$ cat src/include/ptlt_regs.svh
// constants of the pseudo-ternary line transcoder: field positions, resets, counts
// assumes nothing; included by the package and by the design modules
`ifndef PTLT_REGS_SVH
`define PTLT_REGS_SVH

// ----------------------------------------------------------------
// code select values (select_b is the high bit)
// ----------------------------------------------------------------
`define PTLT_CODE_AMI   2'h0
`define PTLT_CODE_B6ZS  2'h1
`define PTLT_CODE_B8ZS  2'h2
`define PTLT_CODE_HDB3  2'h3

// ----------------------------------------------------------------
// zero-run lengths that trigger substitution, and depth of the delay lines
// ----------------------------------------------------------------
`define PTLT_RUN_NONE   4'h0
`define PTLT_RUN_B6ZS   4'h6
`define PTLT_RUN_B8ZS   4'h8
`define PTLT_RUN_HDB3   4'h4
`define PTLT_DEPTH      8
`define PTLT_ZC_MAX     4'hF
`define PTLT_ALARM_MIN  2'h3

// ----------------------------------------------------------------
// bit positions inside the pin synchroniser vector
// ----------------------------------------------------------------
`define PTLT_PIN_W      11
`define PTLT_PIN_ENCODE_CLOCK   0
`define PTLT_PIN_DECODE_CLOCK   1
`define PTLT_PIN_NRZ    2
`define PTLT_PIN_RXP    3
`define PTLT_PIN_RXN    4
`define PTLT_PIN_WIN    5
`define PTLT_PIN_OE     6
`define PTLT_PIN_FORCE  7
`define PTLT_PIN_LOOP   8
`define PTLT_PIN_SELA   9
`define PTLT_PIN_SELB   10

// ----------------------------------------------------------------
// reset values
// ----------------------------------------------------------------
`define PTLT_PINS_RST   11'h000
`define PTLT_SYM_RST    2'h0

`endif

$ cat src/include/ptlt_pkg.sv
// types and shared decoding of the pseudo-ternary line transcoder
// assumes ptlt_regs.svh is on the include path
`include "ptlt_regs.svh"

package ptlt_pkg;

	// line code in use
	typedef enum logic [1:0] {
		CODE_AMI  = `PTLT_CODE_AMI,
		CODE_B6ZS = `PTLT_CODE_B6ZS,
		CODE_B8ZS = `PTLT_CODE_B8ZS,
		CODE_HDB3 = `PTLT_CODE_HDB3
	} ptlt_code_e;

	// encoder output control, one-hot
	typedef enum logic [2:0] {
		OM_RUN   = 3'h1,
		OM_HOLD  = 3'h2,
		OM_FORCE = 3'h4
	} ptlt_omode_e;

	// one ternary symbol as two unipolar marks
	typedef struct packed {
		logic pos;
		logic neg;
	} ptlt_sym_s;

	// zero-run length replaced by the code, none for ami
	function automatic logic [3:0] ptlt_run_len(input ptlt_code_e code);
		case (code)
			CODE_B6ZS: ptlt_run_len = `PTLT_RUN_B6ZS;
			CODE_B8ZS: ptlt_run_len = `PTLT_RUN_B8ZS;
			CODE_HDB3: ptlt_run_len = `PTLT_RUN_HDB3;
			default:   ptlt_run_len = `PTLT_RUN_NONE;
		endcase
	endfunction

	// symbol at position idx (0 = newest) of a substitution; last_pos is the preceding pulse
	function automatic ptlt_sym_s ptlt_sub_sym(input ptlt_code_e code, input int idx,
	                                           input logic even, input logic last_pos);
		ptlt_sym_s same;
		ptlt_sym_s opp;
		same = last_pos ? 2'h2 : 2'h1;
		opp  = last_pos ? 2'h1 : 2'h2;
		ptlt_sub_sym = `PTLT_SYM_RST;
		case (code)
			CODE_B6ZS, CODE_B8ZS: begin
				if (idx == 4 || idx == 0)
					ptlt_sub_sym = same;
				else if (idx == 3 || idx == 1)
					ptlt_sub_sym = opp;
			end
			CODE_HDB3: begin
				if (idx == 0)
					ptlt_sub_sym = even ? opp : same;
				else if (idx == 3 && even)
					ptlt_sub_sym = opp;
			end
			default: ptlt_sub_sym = `PTLT_SYM_RST;
		endcase
	endfunction

endpackage

$ cat src/ptlt_top.sv
// top of the pseudo-ternary line transcoder: pin sampling, decoder, checks, alarm
// assumes all inputs are asynchronous pins, slow against the 125 MHz CLOCK
//
// How it works
// - ami: zero is no pulse, ones alternate
// - b6zs replaces six zeros by polarity pattern
// - b8zs replaces eight zeros by polarity pattern
// - hdb3 replaces four zeros by polarity, parity
// - hdb3 violation fourth place, alternating polarity
// - each mark lasts half the bit
// - nrz in becomes two unipolar rz outputs
// - two rz inputs decoded back to nrz
// - encode and decode paths run independently
// - foreign violation pulses error, passes as one
// - excess zero run pulses error one cycle
// - both inputs high: one out, error
// - two low-zero windows in row set alarm
// - window with three zeros clears alarm
// - loopback feeds encoder outputs into decoder
// - outputs run, held zero, or forced ones
// - two pins select the line code
// - sample data falling, launch rising encode edge
// - pulse lasts the encode clock high phase
// - decoder samples and updates on rising edge
`timescale 1ns/10ps
`include "ptlt_regs.svh"

module ptlt_top (
	// system
	input  wire logic CLOCK,
	input  wire logic NRST,
	// encoder side pins
	input  wire logic ENCODE_CLOCK,
	input  wire logic NRZ_IN,
	output wire logic POS_PULSE_OUT,
	output wire logic NEG_PULSE_OUT,
	// decoder side pins
	input  wire logic DECODE_CLOCK,
	input  wire logic POS_PULSE_RX,
	input  wire logic NEG_PULSE_RX,
	output wire logic NRZ_OUT,
	output wire logic ERROR_OUT,
	// alarm
	input  wire logic ALARM_WINDOW,
	output wire logic ALL_ONES_ALARM,
	// controls
	input  wire logic CODE_SELECT_A,
	input  wire logic CODE_SELECT_B,
	input  wire logic OUTPUT_ENABLE,
	input  wire logic FORCE_ALL_ONES,
	input  wire logic LOOPBACK_ENABLE
);
	import ptlt_pkg::*;

	// ----------------------------------------------------------------
	// declarations
	// ----------------------------------------------------------------
	logic [`PTLT_PIN_W-1:0] pins;          // raw pin vector
	logic [`PTLT_PIN_W-1:0] sync1_reg;     // first stage, read by sync2 only
	logic [`PTLT_PIN_W-1:0] sync2_reg;     // second stage
	logic [`PTLT_PIN_W-1:0] sync3_reg;     // third stage
	logic [`PTLT_PIN_W-1:0] lvl_reg;       // accepted pin levels
	logic [`PTLT_PIN_W-1:0] lvl_prev_reg;  // levels one cycle earlier
	logic                   enc_rise;      // encode clock rising
	logic                   enc_fall;      // encode clock falling
	logic                   dec_rise;      // decode clock rising
	logic                   win_rise;      // alarm window period boundary
	ptlt_code_e             code;          // selected line code
	ptlt_omode_e            omode;         // encoder output control
	ptlt_sym_s              enc_sym;       // encoder pulse pair
	ptlt_sym_s              rx_sym;        // decoder input after loopback mux
	ptlt_sym_s              raw_reg [`PTLT_DEPTH];  // received symbols
	ptlt_sym_s              raw_next [`PTLT_DEPTH];
	logic [`PTLT_DEPTH-1:0] dat_reg;       // decoded bits beside raw_reg
	logic [`PTLT_DEPTH-1:0] dat_next;
	logic                   dep_pos_reg;   // polarity of last mark that left the line
	logic                   dep_pos_next;
	logic [3:0]             zc_reg;        // received zero run, saturating
	logic [3:0]             zc_next;
	logic                   err_next;      // error decision for this sample
	logic                   nrz_reg;       // serial output
	logic                   err_reg;       // error output
	logic [1:0]             wz_reg;        // zeros in current window, saturating at three
	logic                   low_prev_reg;  // previous window had fewer than three zeros
	logic                   alarm_reg;     // all-ones alarm output

	assign pins = {CODE_SELECT_B, CODE_SELECT_A, LOOPBACK_ENABLE, FORCE_ALL_ONES, OUTPUT_ENABLE,
	               ALARM_WINDOW, NEG_PULSE_RX, POS_PULSE_RX, NRZ_IN, DECODE_CLOCK, ENCODE_CLOCK};

	// ----------------------------------------------------------------
	// pin sampling: three stages, a change counts when stages two and three agree
	// ----------------------------------------------------------------
	// sampling stages run through reset so that they hold the pin levels when it ends
	always_ff @(posedge CLOCK) begin
		sync1_reg <= pins;
		sync2_reg <= sync1_reg;
		sync3_reg <= sync2_reg;
	end

	// accepted levels start from the pins themselves: no false edge from an idle-high pin
	always_ff @(posedge CLOCK) begin
		if (!NRST) begin
			lvl_reg      <= sync3_reg;
			lvl_prev_reg <= sync3_reg;
		end else begin
			lvl_reg      <= (~(sync2_reg ^ sync3_reg) & sync3_reg) | ((sync2_reg ^ sync3_reg) & lvl_reg);
			lvl_prev_reg <= lvl_reg;
		end
	end

	// edge enables from accepted levels
	assign enc_rise = lvl_reg[`PTLT_PIN_ENCODE_CLOCK] & ~lvl_prev_reg[`PTLT_PIN_ENCODE_CLOCK];
	assign enc_fall = ~lvl_reg[`PTLT_PIN_ENCODE_CLOCK] & lvl_prev_reg[`PTLT_PIN_ENCODE_CLOCK];
	assign dec_rise = lvl_reg[`PTLT_PIN_DECODE_CLOCK] & ~lvl_prev_reg[`PTLT_PIN_DECODE_CLOCK];
	assign win_rise = lvl_reg[`PTLT_PIN_WIN] & ~lvl_prev_reg[`PTLT_PIN_WIN];

	// ----------------------------------------------------------------
	// control decode
	// ----------------------------------------------------------------
	assign code = ptlt_code_e'({lvl_reg[`PTLT_PIN_SELB], lvl_reg[`PTLT_PIN_SELA]});

	// output disable wins over the forced alarm pattern
	always_comb begin
		if (!lvl_reg[`PTLT_PIN_OE])
			omode = OM_HOLD;
		else if (lvl_reg[`PTLT_PIN_FORCE])
			omode = OM_FORCE;
		else
			omode = OM_RUN;
	end

	// ----------------------------------------------------------------
	// encoder, running from encode clock edges only
	// ----------------------------------------------------------------
	ptlt_encoder u_encoder (
		.clk      (CLOCK),
		.nrst     (NRST),
		.sample   (enc_fall),
		.launch   (enc_rise),
		.data_in  (lvl_reg[`PTLT_PIN_NRZ]),
		.code     (code),
		.omode    (omode),
		.line_out (enc_sym)
	);

	assign POS_PULSE_OUT = enc_sym.pos;
	assign NEG_PULSE_OUT = enc_sym.neg;

	// loopback replaces the receive pins; external inputs ignored meanwhile
	assign rx_sym = lvl_reg[`PTLT_PIN_LOOP] ? enc_sym :
	                {lvl_reg[`PTLT_PIN_RXP], lvl_reg[`PTLT_PIN_RXN]};

	// ----------------------------------------------------------------
	// most recent polarity before the newest n slots of the line
	// ----------------------------------------------------------------
	function automatic logic prior_pos(input ptlt_sym_s line [`PTLT_DEPTH], input logic [3:0] n,
	                                   input logic dep);
		prior_pos = dep;
		for (int k = `PTLT_DEPTH - 1; k >= 0; k--)
			if (k >= int'(n) && (line[k].pos || line[k].neg))
				prior_pos = line[k].pos;
	endfunction

	// ----------------------------------------------------------------
	// decoder next state for one sample
	// ----------------------------------------------------------------
	always_comb begin
		logic [3:0] n;
		logic       p;
		logic       m_odd;
		logic       m_even;
		logic       exit_mark;
		n         = ptlt_run_len(code);
		exit_mark = raw_reg[`PTLT_DEPTH-1].pos | raw_reg[`PTLT_DEPTH-1].neg;
		raw_next[0] = rx_sym;
		for (int k = 1; k < `PTLT_DEPTH; k++)
			raw_next[k] = raw_reg[k-1];
		// both marks at once count as a one
		dat_next     = {dat_reg[`PTLT_DEPTH-2:0], rx_sym.pos | rx_sym.neg};
		dep_pos_next = exit_mark ? raw_reg[`PTLT_DEPTH-1].pos : dep_pos_reg;
		// recognise a substitution ending in the newest slot and remove it
		p      = prior_pos(raw_next, n, dep_pos_next);
		m_odd  = (n != `PTLT_RUN_NONE);
		m_even = (n != `PTLT_RUN_NONE);
		for (int k = 0; k < `PTLT_DEPTH; k++)
			if (k < int'(n)) begin
				m_odd  = m_odd & (raw_next[k] == ptlt_sub_sym(code, k, 1'b0, p));
				m_even = m_even & (raw_next[k] == ptlt_sub_sym(code, k, 1'b1, p));
			end
		if (m_odd | m_even)
			for (int k = 0; k < `PTLT_DEPTH; k++)
				if (k < int'(n))
					dat_next[k] = 1'b0;
		// received zero run, counted at the input
		if (rx_sym.pos | rx_sym.neg)
			zc_next = 4'h0;
		else if (zc_reg != `PTLT_ZC_MAX)
			zc_next = zc_reg + 4'h1;
		else
			zc_next = zc_reg;
		err_next = 1'b0;
		if (rx_sym.pos & rx_sym.neg)
			err_next = 1'b1;
		if (n != `PTLT_RUN_NONE && !(rx_sym.pos | rx_sym.neg) && zc_reg == n)
			err_next = 1'b1;
		// a mark leaving with data still set and same polarity is a foreign violation
		if (exit_mark && dat_reg[`PTLT_DEPTH-1] && raw_reg[`PTLT_DEPTH-1].pos == dep_pos_reg)
			err_next = 1'b1;
	end

	// ----------------------------------------------------------------
	// decoder state and outputs, on the rising decode edge
	// ----------------------------------------------------------------
	always_ff @(posedge CLOCK) begin
		if (!NRST) begin
			for (int k = 0; k < `PTLT_DEPTH; k++)
				raw_reg[k] <= `PTLT_SYM_RST;
			dat_reg     <= '0;
			dep_pos_reg <= 1'b0;
			zc_reg      <= 4'h0;
			nrz_reg     <= 1'b0;
			err_reg     <= 1'b0;
		end else if (dec_rise) begin
			raw_reg     <= raw_next;
			dat_reg     <= dat_next;
			dep_pos_reg <= dep_pos_next;
			zc_reg      <= zc_next;
			nrz_reg     <= dat_reg[`PTLT_DEPTH-1];
			err_reg     <= err_next;
		end
	end

	assign NRZ_OUT   = nrz_reg;
	assign ERROR_OUT = err_reg;

	// ----------------------------------------------------------------
	// all-ones detector: zeros per alarm window
	// ----------------------------------------------------------------
	always_ff @(posedge CLOCK) begin
		if (!NRST) begin
			wz_reg       <= 2'h0;
			low_prev_reg <= 1'b0;
			alarm_reg    <= 1'b0;
		end else if (win_rise) begin
			// window ends: judge it, start a new count
			if (wz_reg < `PTLT_ALARM_MIN) begin
				if (low_prev_reg)
					alarm_reg <= 1'b1;
			end else begin
				alarm_reg <= 1'b0;
			end
			low_prev_reg <= (wz_reg < `PTLT_ALARM_MIN);
			// a zero arriving with the boundary opens the new window instead of being lost
			wz_reg       <= {1'b0, dec_rise & ~(rx_sym.pos | rx_sym.neg)};
		end else if (dec_rise && !(rx_sym.pos | rx_sym.neg) && wz_reg != `PTLT_ALARM_MIN) begin
			wz_reg <= wz_reg + 2'h1;
		end
	end

	assign ALL_ONES_ALARM = alarm_reg;
endmodule // ptlt_top

$ cat src/ptlt_encoder.sv
// encoder of the line transcoder: nrz bits in, substituted ternary marks out
// assumes enable pulses for the encode clock edges already synchronised to clk
`timescale 1ns/10ps
`include "ptlt_regs.svh"

module ptlt_encoder (
	// clock and reset
	input  wire logic              clk,
	input  wire logic              nrst,
	// encode clock edges and data
	input  wire logic              sample,
	input  wire logic              launch,
	input  wire logic              data_in,
	// controls
	input  wire ptlt_pkg::ptlt_code_e  code,
	input  wire ptlt_pkg::ptlt_omode_e omode,
	// pulse pair toward the line
	output ptlt_pkg::ptlt_sym_s    line_out
);
	import ptlt_pkg::*;

	ptlt_sym_s   pipe_reg [`PTLT_DEPTH];   // symbols waiting, index 7 leaves first
	ptlt_sym_s   pipe_next [`PTLT_DEPTH];
	ptlt_sym_s   out_reg;                  // launched pulse pair
	logic        last_pos_reg;             // polarity of newest mark entered
	logic        last_pos_next;
	logic        parity_reg;               // marks since last substitution, odd
	logic        parity_next;
	logic [3:0]  zrun_reg;                 // zeros since last mark or substitution
	logic [3:0]  zrun_next;
	logic        force_pos_reg;            // polarity of next forced mark

	assign line_out = out_reg;

	// ----------------------------------------------------------------
	// next pipeline contents for one sampled bit
	// ----------------------------------------------------------------
	always_comb begin
		logic [3:0] n;
		n = ptlt_run_len(code);
		pipe_next[0] = `PTLT_SYM_RST;
		for (int k = 1; k < `PTLT_DEPTH; k++)
			pipe_next[k] = pipe_reg[k-1];
		last_pos_next = last_pos_reg;
		parity_next   = parity_reg;
		zrun_next     = zrun_reg;
		if (data_in) begin
			// a one alternates against the previous mark
			pipe_next[0]  = last_pos_reg ? 2'h1 : 2'h2;
			last_pos_next = ~last_pos_reg;
			parity_next   = ~parity_reg;
			zrun_next     = 4'h0;
		end else if (n != `PTLT_RUN_NONE && zrun_reg + 4'h1 == n) begin
			// run complete: overwrite the last n slots with the pattern
			for (int k = 0; k < `PTLT_DEPTH; k++)
				if (k < int'(n))
					pipe_next[k] = ptlt_sub_sym(code, k, ~parity_reg, last_pos_reg);
			// even hdb3 ends on the opposite polarity, so the next violation alternates
			if (code == CODE_HDB3 && !parity_reg)
				last_pos_next = ~last_pos_reg;
			parity_next = 1'b0;
			zrun_next   = 4'h0;
		end else begin
			// zero inside a run, ami passes it as no pulse
			zrun_next = zrun_reg + 4'h1;
		end
	end

	// ----------------------------------------------------------------
	// pipeline and coder state, advanced on the falling encode edge
	// ----------------------------------------------------------------
	always_ff @(posedge clk) begin
		if (!nrst) begin
			for (int k = 0; k < `PTLT_DEPTH; k++)
				pipe_reg[k] <= `PTLT_SYM_RST;
			last_pos_reg <= 1'b0;
			parity_reg   <= 1'b0;
			zrun_reg     <= 4'h0;
		end else if (sample) begin
			pipe_reg     <= pipe_next;
			last_pos_reg <= last_pos_next;
			parity_reg   <= parity_next;
			zrun_reg     <= zrun_next;
		end
	end

	// ----------------------------------------------------------------
	// output pair: set on the rising edge, cleared on the falling edge
	// ----------------------------------------------------------------
	always_ff @(posedge clk) begin
		if (!nrst) begin
			out_reg       <= `PTLT_SYM_RST;
			force_pos_reg <= 1'b1;
		end else if (launch) begin
			case (omode)
				OM_RUN:   out_reg <= pipe_reg[`PTLT_DEPTH-1];
				OM_HOLD:  out_reg <= `PTLT_SYM_RST;
				OM_FORCE: begin
					// all-ones alarm pattern as alternating marks
					out_reg       <= force_pos_reg ? 2'h2 : 2'h1;
					force_pos_reg <= ~force_pos_reg;
				end
				default:  out_reg <= `PTLT_SYM_RST;
			endcase
		end else if (sample) begin
			out_reg <= `PTLT_SYM_RST;
		end
	end

endmodule // ptlt_encoder

$ cat config.mk
export PLATFORM = sky130hd
export DESIGN_NAME = ptlt_top
export DESIGN_NICKNAME = d
export VERILOG_FILES = /design/src/include/ptlt_pkg.sv /design/src/ptlt_top.sv /design/src/ptlt_encoder.sv
export VERILOG_INCLUDE_DIRS = /design/src /design/src/include
export SDC_FILE = /design/constraint.sdc
export NUM_CORES = 1
export LEC_CHECK = 0
export ABC_AREA = 1
export BUFFER_PORTS_ARGS = -buffer_cell sky130_fd_sc_hd__buf_4
export CAP_MARGIN = 25
export CORE_MARGIN = 2
export CORE_UTILIZATION = 45
export DETAILED_ROUTE_END_ITERATION = 10
export PLACE_DENSITY = 0.68
export RECOVER_POWER = 25
export REMOVE_ABC_BUFFERS = 1
export SYNTH_ARGS = -nofsm -noshare
export SYNTH_HDL_FRONTEND = slang
export SYNTH_HIERARCHICAL = 1
export SYNTH_SLANG_ARGS = --single-unit
$ cat constraint.sdc
create_clock -name CLOCK -period 2.5 [get_ports CLOCK]
set_input_delay 0.5 -clock CLOCK [delete_from_list [all_inputs] [get_ports CLOCK]]
set_output_delay 0.5 -clock CLOCK [all_outputs]
set_load 0.02 [all_outputs]
* Word-level counts from Yosys, hierarchy flattened
Cells that the tools add are included. Widths: inputs -> output; s select.
Storage, ports and cells: output and inout bits 5, input port bits 13, ROM bits 0, memories kept 0, RAM bits 0, bits in latches 0, word-level logic and storage cells 268, flip-flop bits (word level) 110
Operators by class: $add $sub $neg 3, multiply operators 0, bitwise operators 39, muxes and demuxes 96, divide/modulo/power cells 0, shifts and indexed selects 0, magnitude comparators 17, equal/unequal tests 21, reductions and logical operators 40
Operators by type and width (number):
- $mux 2 | 35
- $mux 1 | 45
- $and 1x1->1 | 22
- $and 11x11->11 | 2
- $eq 2x2->1 | 10
- $ge 3x4->1 const A | 4
- $logic_and 1x1->1 | 16
- $lt 3x4->1 const A | 4
- $mux 16 | 1
- $mux 4 | 4
- $pmux 2 s2 | 4
- $mux 14 | 1
- $pmux 4 s3 | 1
- $mux 11 | 1
- $not 11->11 | 1
- $or 11x11->11 | 1
- $xor 11x11->11 | 1
- $reduce_bool 2->1 | 5
- $not 1->1 | 9
- $add 4x1->4 const B | 2
- $eq 4x4->1 | 2
- $ge 1x4->1 const A | 2
- $ge 2x4->1 const A | 2
- $logic_or 1x1->1 | 8
- other kinds (21) | 33

* Longest topological paths before layout
depth after elaboration 34, gate-level depth with buffers 19, depth with buffers taken out 19

* Cells and area by module
The synthesis kept the hierarchy.
Modules (own cells, without submodules):
- ptlt_top | seq. area each 1751.7 sq um, cells each 363, instances 1, area each 3208.1 sq um
- ptlt_encoder | seq. area each 500.5 sq um, cells each 215, instances 1, area each 1476.4 sq um

* Worst setup path before layout
No wires, ideal clock.
path type reg-to-reg, start register (tool-made name), end register dat_reg[4], path slack 503 ps, cell stages (with the launch flop) 15, data required time 2384 ps, path buffers 0, clock period less this slack 1997 ps, data arrival time 1881 ps, library setup time 116 ps, path through edfxtp_1 > inv_1 > ha_1 > inv_1 > o21ai_1 > nand2_1 > nand2_1 > nand2_2 > nand2_1 > nand2_1 > o211ai_1 > a21oi_4 > nand3_2 > nand2_1 > a21oi_1
RTL lines:
- end signal: assignment | line ptlt_top.sv:225 | dat_reg <= dat_next;
- end: declaration | line ptlt_top.sv:74 | logic [`PTLT_DEPTH-1:0] dat_reg;

==> summary.md <==
| Metric | Value |
|---|---|
| Outcome | `completed` |
| Via count | `3661` |
| CP endpoint kind | `register` |
| GRT overflow | `0` |
| First-pass GRT wire length | `between 15000 and 20000 um` |
| DP Area | `0.00493 mm2` |
| F_max | `roughly 0.46 GHz` |
| Clock sink count | `~110` |
| Final Slew Violations | `0` |
| Core area | `roughly 0.010 mm2` |
| Vert. Die Dim | `106 um` |
| Most frequent cells in the layout | `123 x nand2_1, 96 x dfxtp_1, 61 x inv_1, 60 x a21oi_1, 44 x o21ai_0` |
| R2r setup slk | `between 0.3 and 0.4 ns` |
| Commonest non-fill, non-tap cell in the layout | `nand2_1` |
| CP Class | `reg2reg` |
| Grt met3 use | `around 2.5%` |
| Critical Path RT | `roughly 2.8 ns` |
| HPWL after detailed placement | `between 6000 and 7000 um` |
| Vias per Instance | `4.97` |
| Drt first pass iters | `4` |
| R2R cell count | `13` |
| Setup Viol. Count Final | `0` |
| Synth Register Bits | `107` |
| Crit-path max cell delay | `approximately 0.45 ns` |
| DR DRC count | `0` |
| Die W | `around 110 um` |
| Power Total | `3500 uW` |
| Post-route antenna net violation count | `0` |
| RSZ-0062 raised after global routing | `false` |
| Clk buf depth | `2` |
| Cell mode on critical path | `nand2_1` |
| Vias in the first global route | `about 3300` |
| Total Routing Usage GR | `between 10% and 20%` |
| Total negative slack | `0 ns` |
| Clk Latency, worst-skew pair | `between 0.3 and 0.4 ns` |
| Part of the Yosys area used for sequential elements | `roughly half` |
| Slew headroom | `between 50% and 60%` |
| Largest net degree at the start of global routing | `30` |
| Final #Nets | `about 620` |
| Startpoint Class | `register` |
| Io pins | `18` |
| Cts hold-fix bufs | `0` |
| Layout cell share with drive strength beyond 1 | `around 12%` |
| Synth unique cells | `41` |
| TritonCTS clock tree | `done` |
| Reg clk slew, reported paths | `0.10 ns` |
| Post-Syn Area | `between 0.004 and 0.005 mm2` |
| Leak pwr | `approximately 0.0022 uW` |
| Fin area | `around 0.005 mm2` |
| Critical-path cell list | `inv_1, ha_1, inv_1, a21oi_2, nand2_1, nand2_2, nand2_1, nand2_1, o211ai_1, a21oi_4, nand3_2, nand2_1, a21oi_1` |
| Reg2reg end | `dat_reg[7]` |
| Busiest layer in global routing | `met2` |
| Worst VDD drop | `around 0.45 mV` |
| Arrival time at the worst endpoint | `roughly 2.5 ns` |
| PortBufs | `17` |
| Clock root buffer | `clkbuf_8` |
| Worst Path Max Fanout | `6` |
| Fin crit share | `between 80 and 90%` |
| Synth warnings | `6` |
| P&R area growth vs syn | `9.13%` |
| CTS buffer count | `9` |
| GR Util met2 | `26.2%` |
| Slew @ Worst Pin | `between 0.6 and 0.7 ns` |
| Total length of routed wires | `just under 9000 um` |
| Die ar. | `0.0112 mm2` |
| First DRT Iteration DRCs | `between 100 and 150` |
| Maxcap violations | `0` |
| HP Class | `in2reg` |
| Pwr/cell area | `approximately 680 mW/mm2` |
| Clock Skews | `0.00953 ns` |
| Gpl congestion | `about 0.84` |
| H-tree depth | `3` |
| Setup bufs post-CTS | `0` |
| WL/cell | `about 12 um` |
| Initial antenna violation count | `0` |
| Starting density of the core | `between 40% and 50%` |
| CP Capture Point | `dat_reg[7]` |
| Met1 Resource Use GR | `a little under a quarter` |
| Syn Inst Count | `roughly 580` |
| CP max stage cell | `edfxtp_1` |
| Post-layout min period | `2.19 ns` |
| N_diodes | `0` |
| FP Rows | `37` |
| Final-report hold violation count | `0` |
| Cts repair resizes | `0` |
| Mean Syn Cell Area | `8.10 um2` |
| Hold Slack | `roughly 0.25 ns` |
power breakdown:
group          leakage (uW)  total (uW)  internal [uW]  switching, uW
logic               0.00116         573            199            373
registers          0.000906        1920           1840           75.1
clock network     0.0000913        1010            386            619
layout make-up:
class	count	area, um2
repair buffers	23	173
clock buffers	10	128
flip-flops and latches	107	2250
well taps	136	170
clock inverters	6	56.3
multi-input cells	384	2070
inverters	70	263
fillers	991	5120
stage by stage:
step                      utilization, %  worst slack [ns]  instances
after floorplan                        -             0.234        561
after global placement              48.2             0.376        720
after detailed placement            48.2             0.299        720
after CTS                           50.0             0.299        736
after global routing                50.0            0.0307        736
final                               50.0             0.306        736
layer usage:
layer | up-vias | wire, um
met2 | 65 | 3930
li1 | 1929 | -
met3 | 13 | 374
met4 | 0 | 174
met1 | 1654 | 4240
met5 | - | 0
cells by family (layout without fill, tap and decap cells):
kind of cell,count (synthesis),in the layout,share of synthesized area (%)
compound gates,131,131,15.5
xor+xnor,5,5,0.935
fa+ha+maj,16,16,4.27
buf+inv,87,109,7.72
flops,107,107,48.1
mux,1,1,0.214
simple gates,231,231,23.3
synthesized netlist by cell type, drive strengths merged:
master | n | area (um2)
edfxtp | 11 | 330
o211ai | 3 | 22.5
nand3 | 32 | 203
nor3b | 1 | 7.51
a31oi | 4 | 25.0
a21oi | 63 | 334
o21bai | 1 | 7.51
a22oi | 1 | 7.51
o22ai | 2 | 12.5
nand2 | 134 | 556
a211oi | 2 | 15.0
o21ai | 45 | 225
nor4 | 2 | 12.5
o221ai | 1 | 8.76
xor2 | 5 | 43.8
or2 | 2 | 12.5
ha | 16 | 200
inv | 69 | 259
nand4 | 12 | 75.1
o21a | 9 | 67.6
dfxtp | 96 | 1920
nand3b | 1 | 7.51
mux2i | 1 | 10.0
nor3 | 2 | 10.0
nor2 | 45 | 208
clkbuf | 14 | 83.8
clkinv | 1 | 3.75
buf | 3 | 15.0
critical path, delay by kind of cell (launching register included):
kind,cells,cell delay [ns]
compound gates,4,0.53
buf+inv,2,0.25
simple gates,6,0.44
fa+ha+maj,1,0.41
flops,1,0.45
how the worst min path moves through the flow:
stage / start / end / cells after the start
global placement: sync1_reg[8] / sync2_reg[8] / 0
global route: NRZ_IN / sync1_reg[2] / 1
CTS: ENCODE_CLOCK / sync1_reg[0] / 1
floorplan: sync1_reg[0] / sync2_reg[0] / 0
finish: ALARM_WINDOW / sync1_reg[5] / 1
detailed placement: sync1_reg[3] / sync2_reg[3] / 0
No activity file was read; power rests on OpenSTA's default activity.
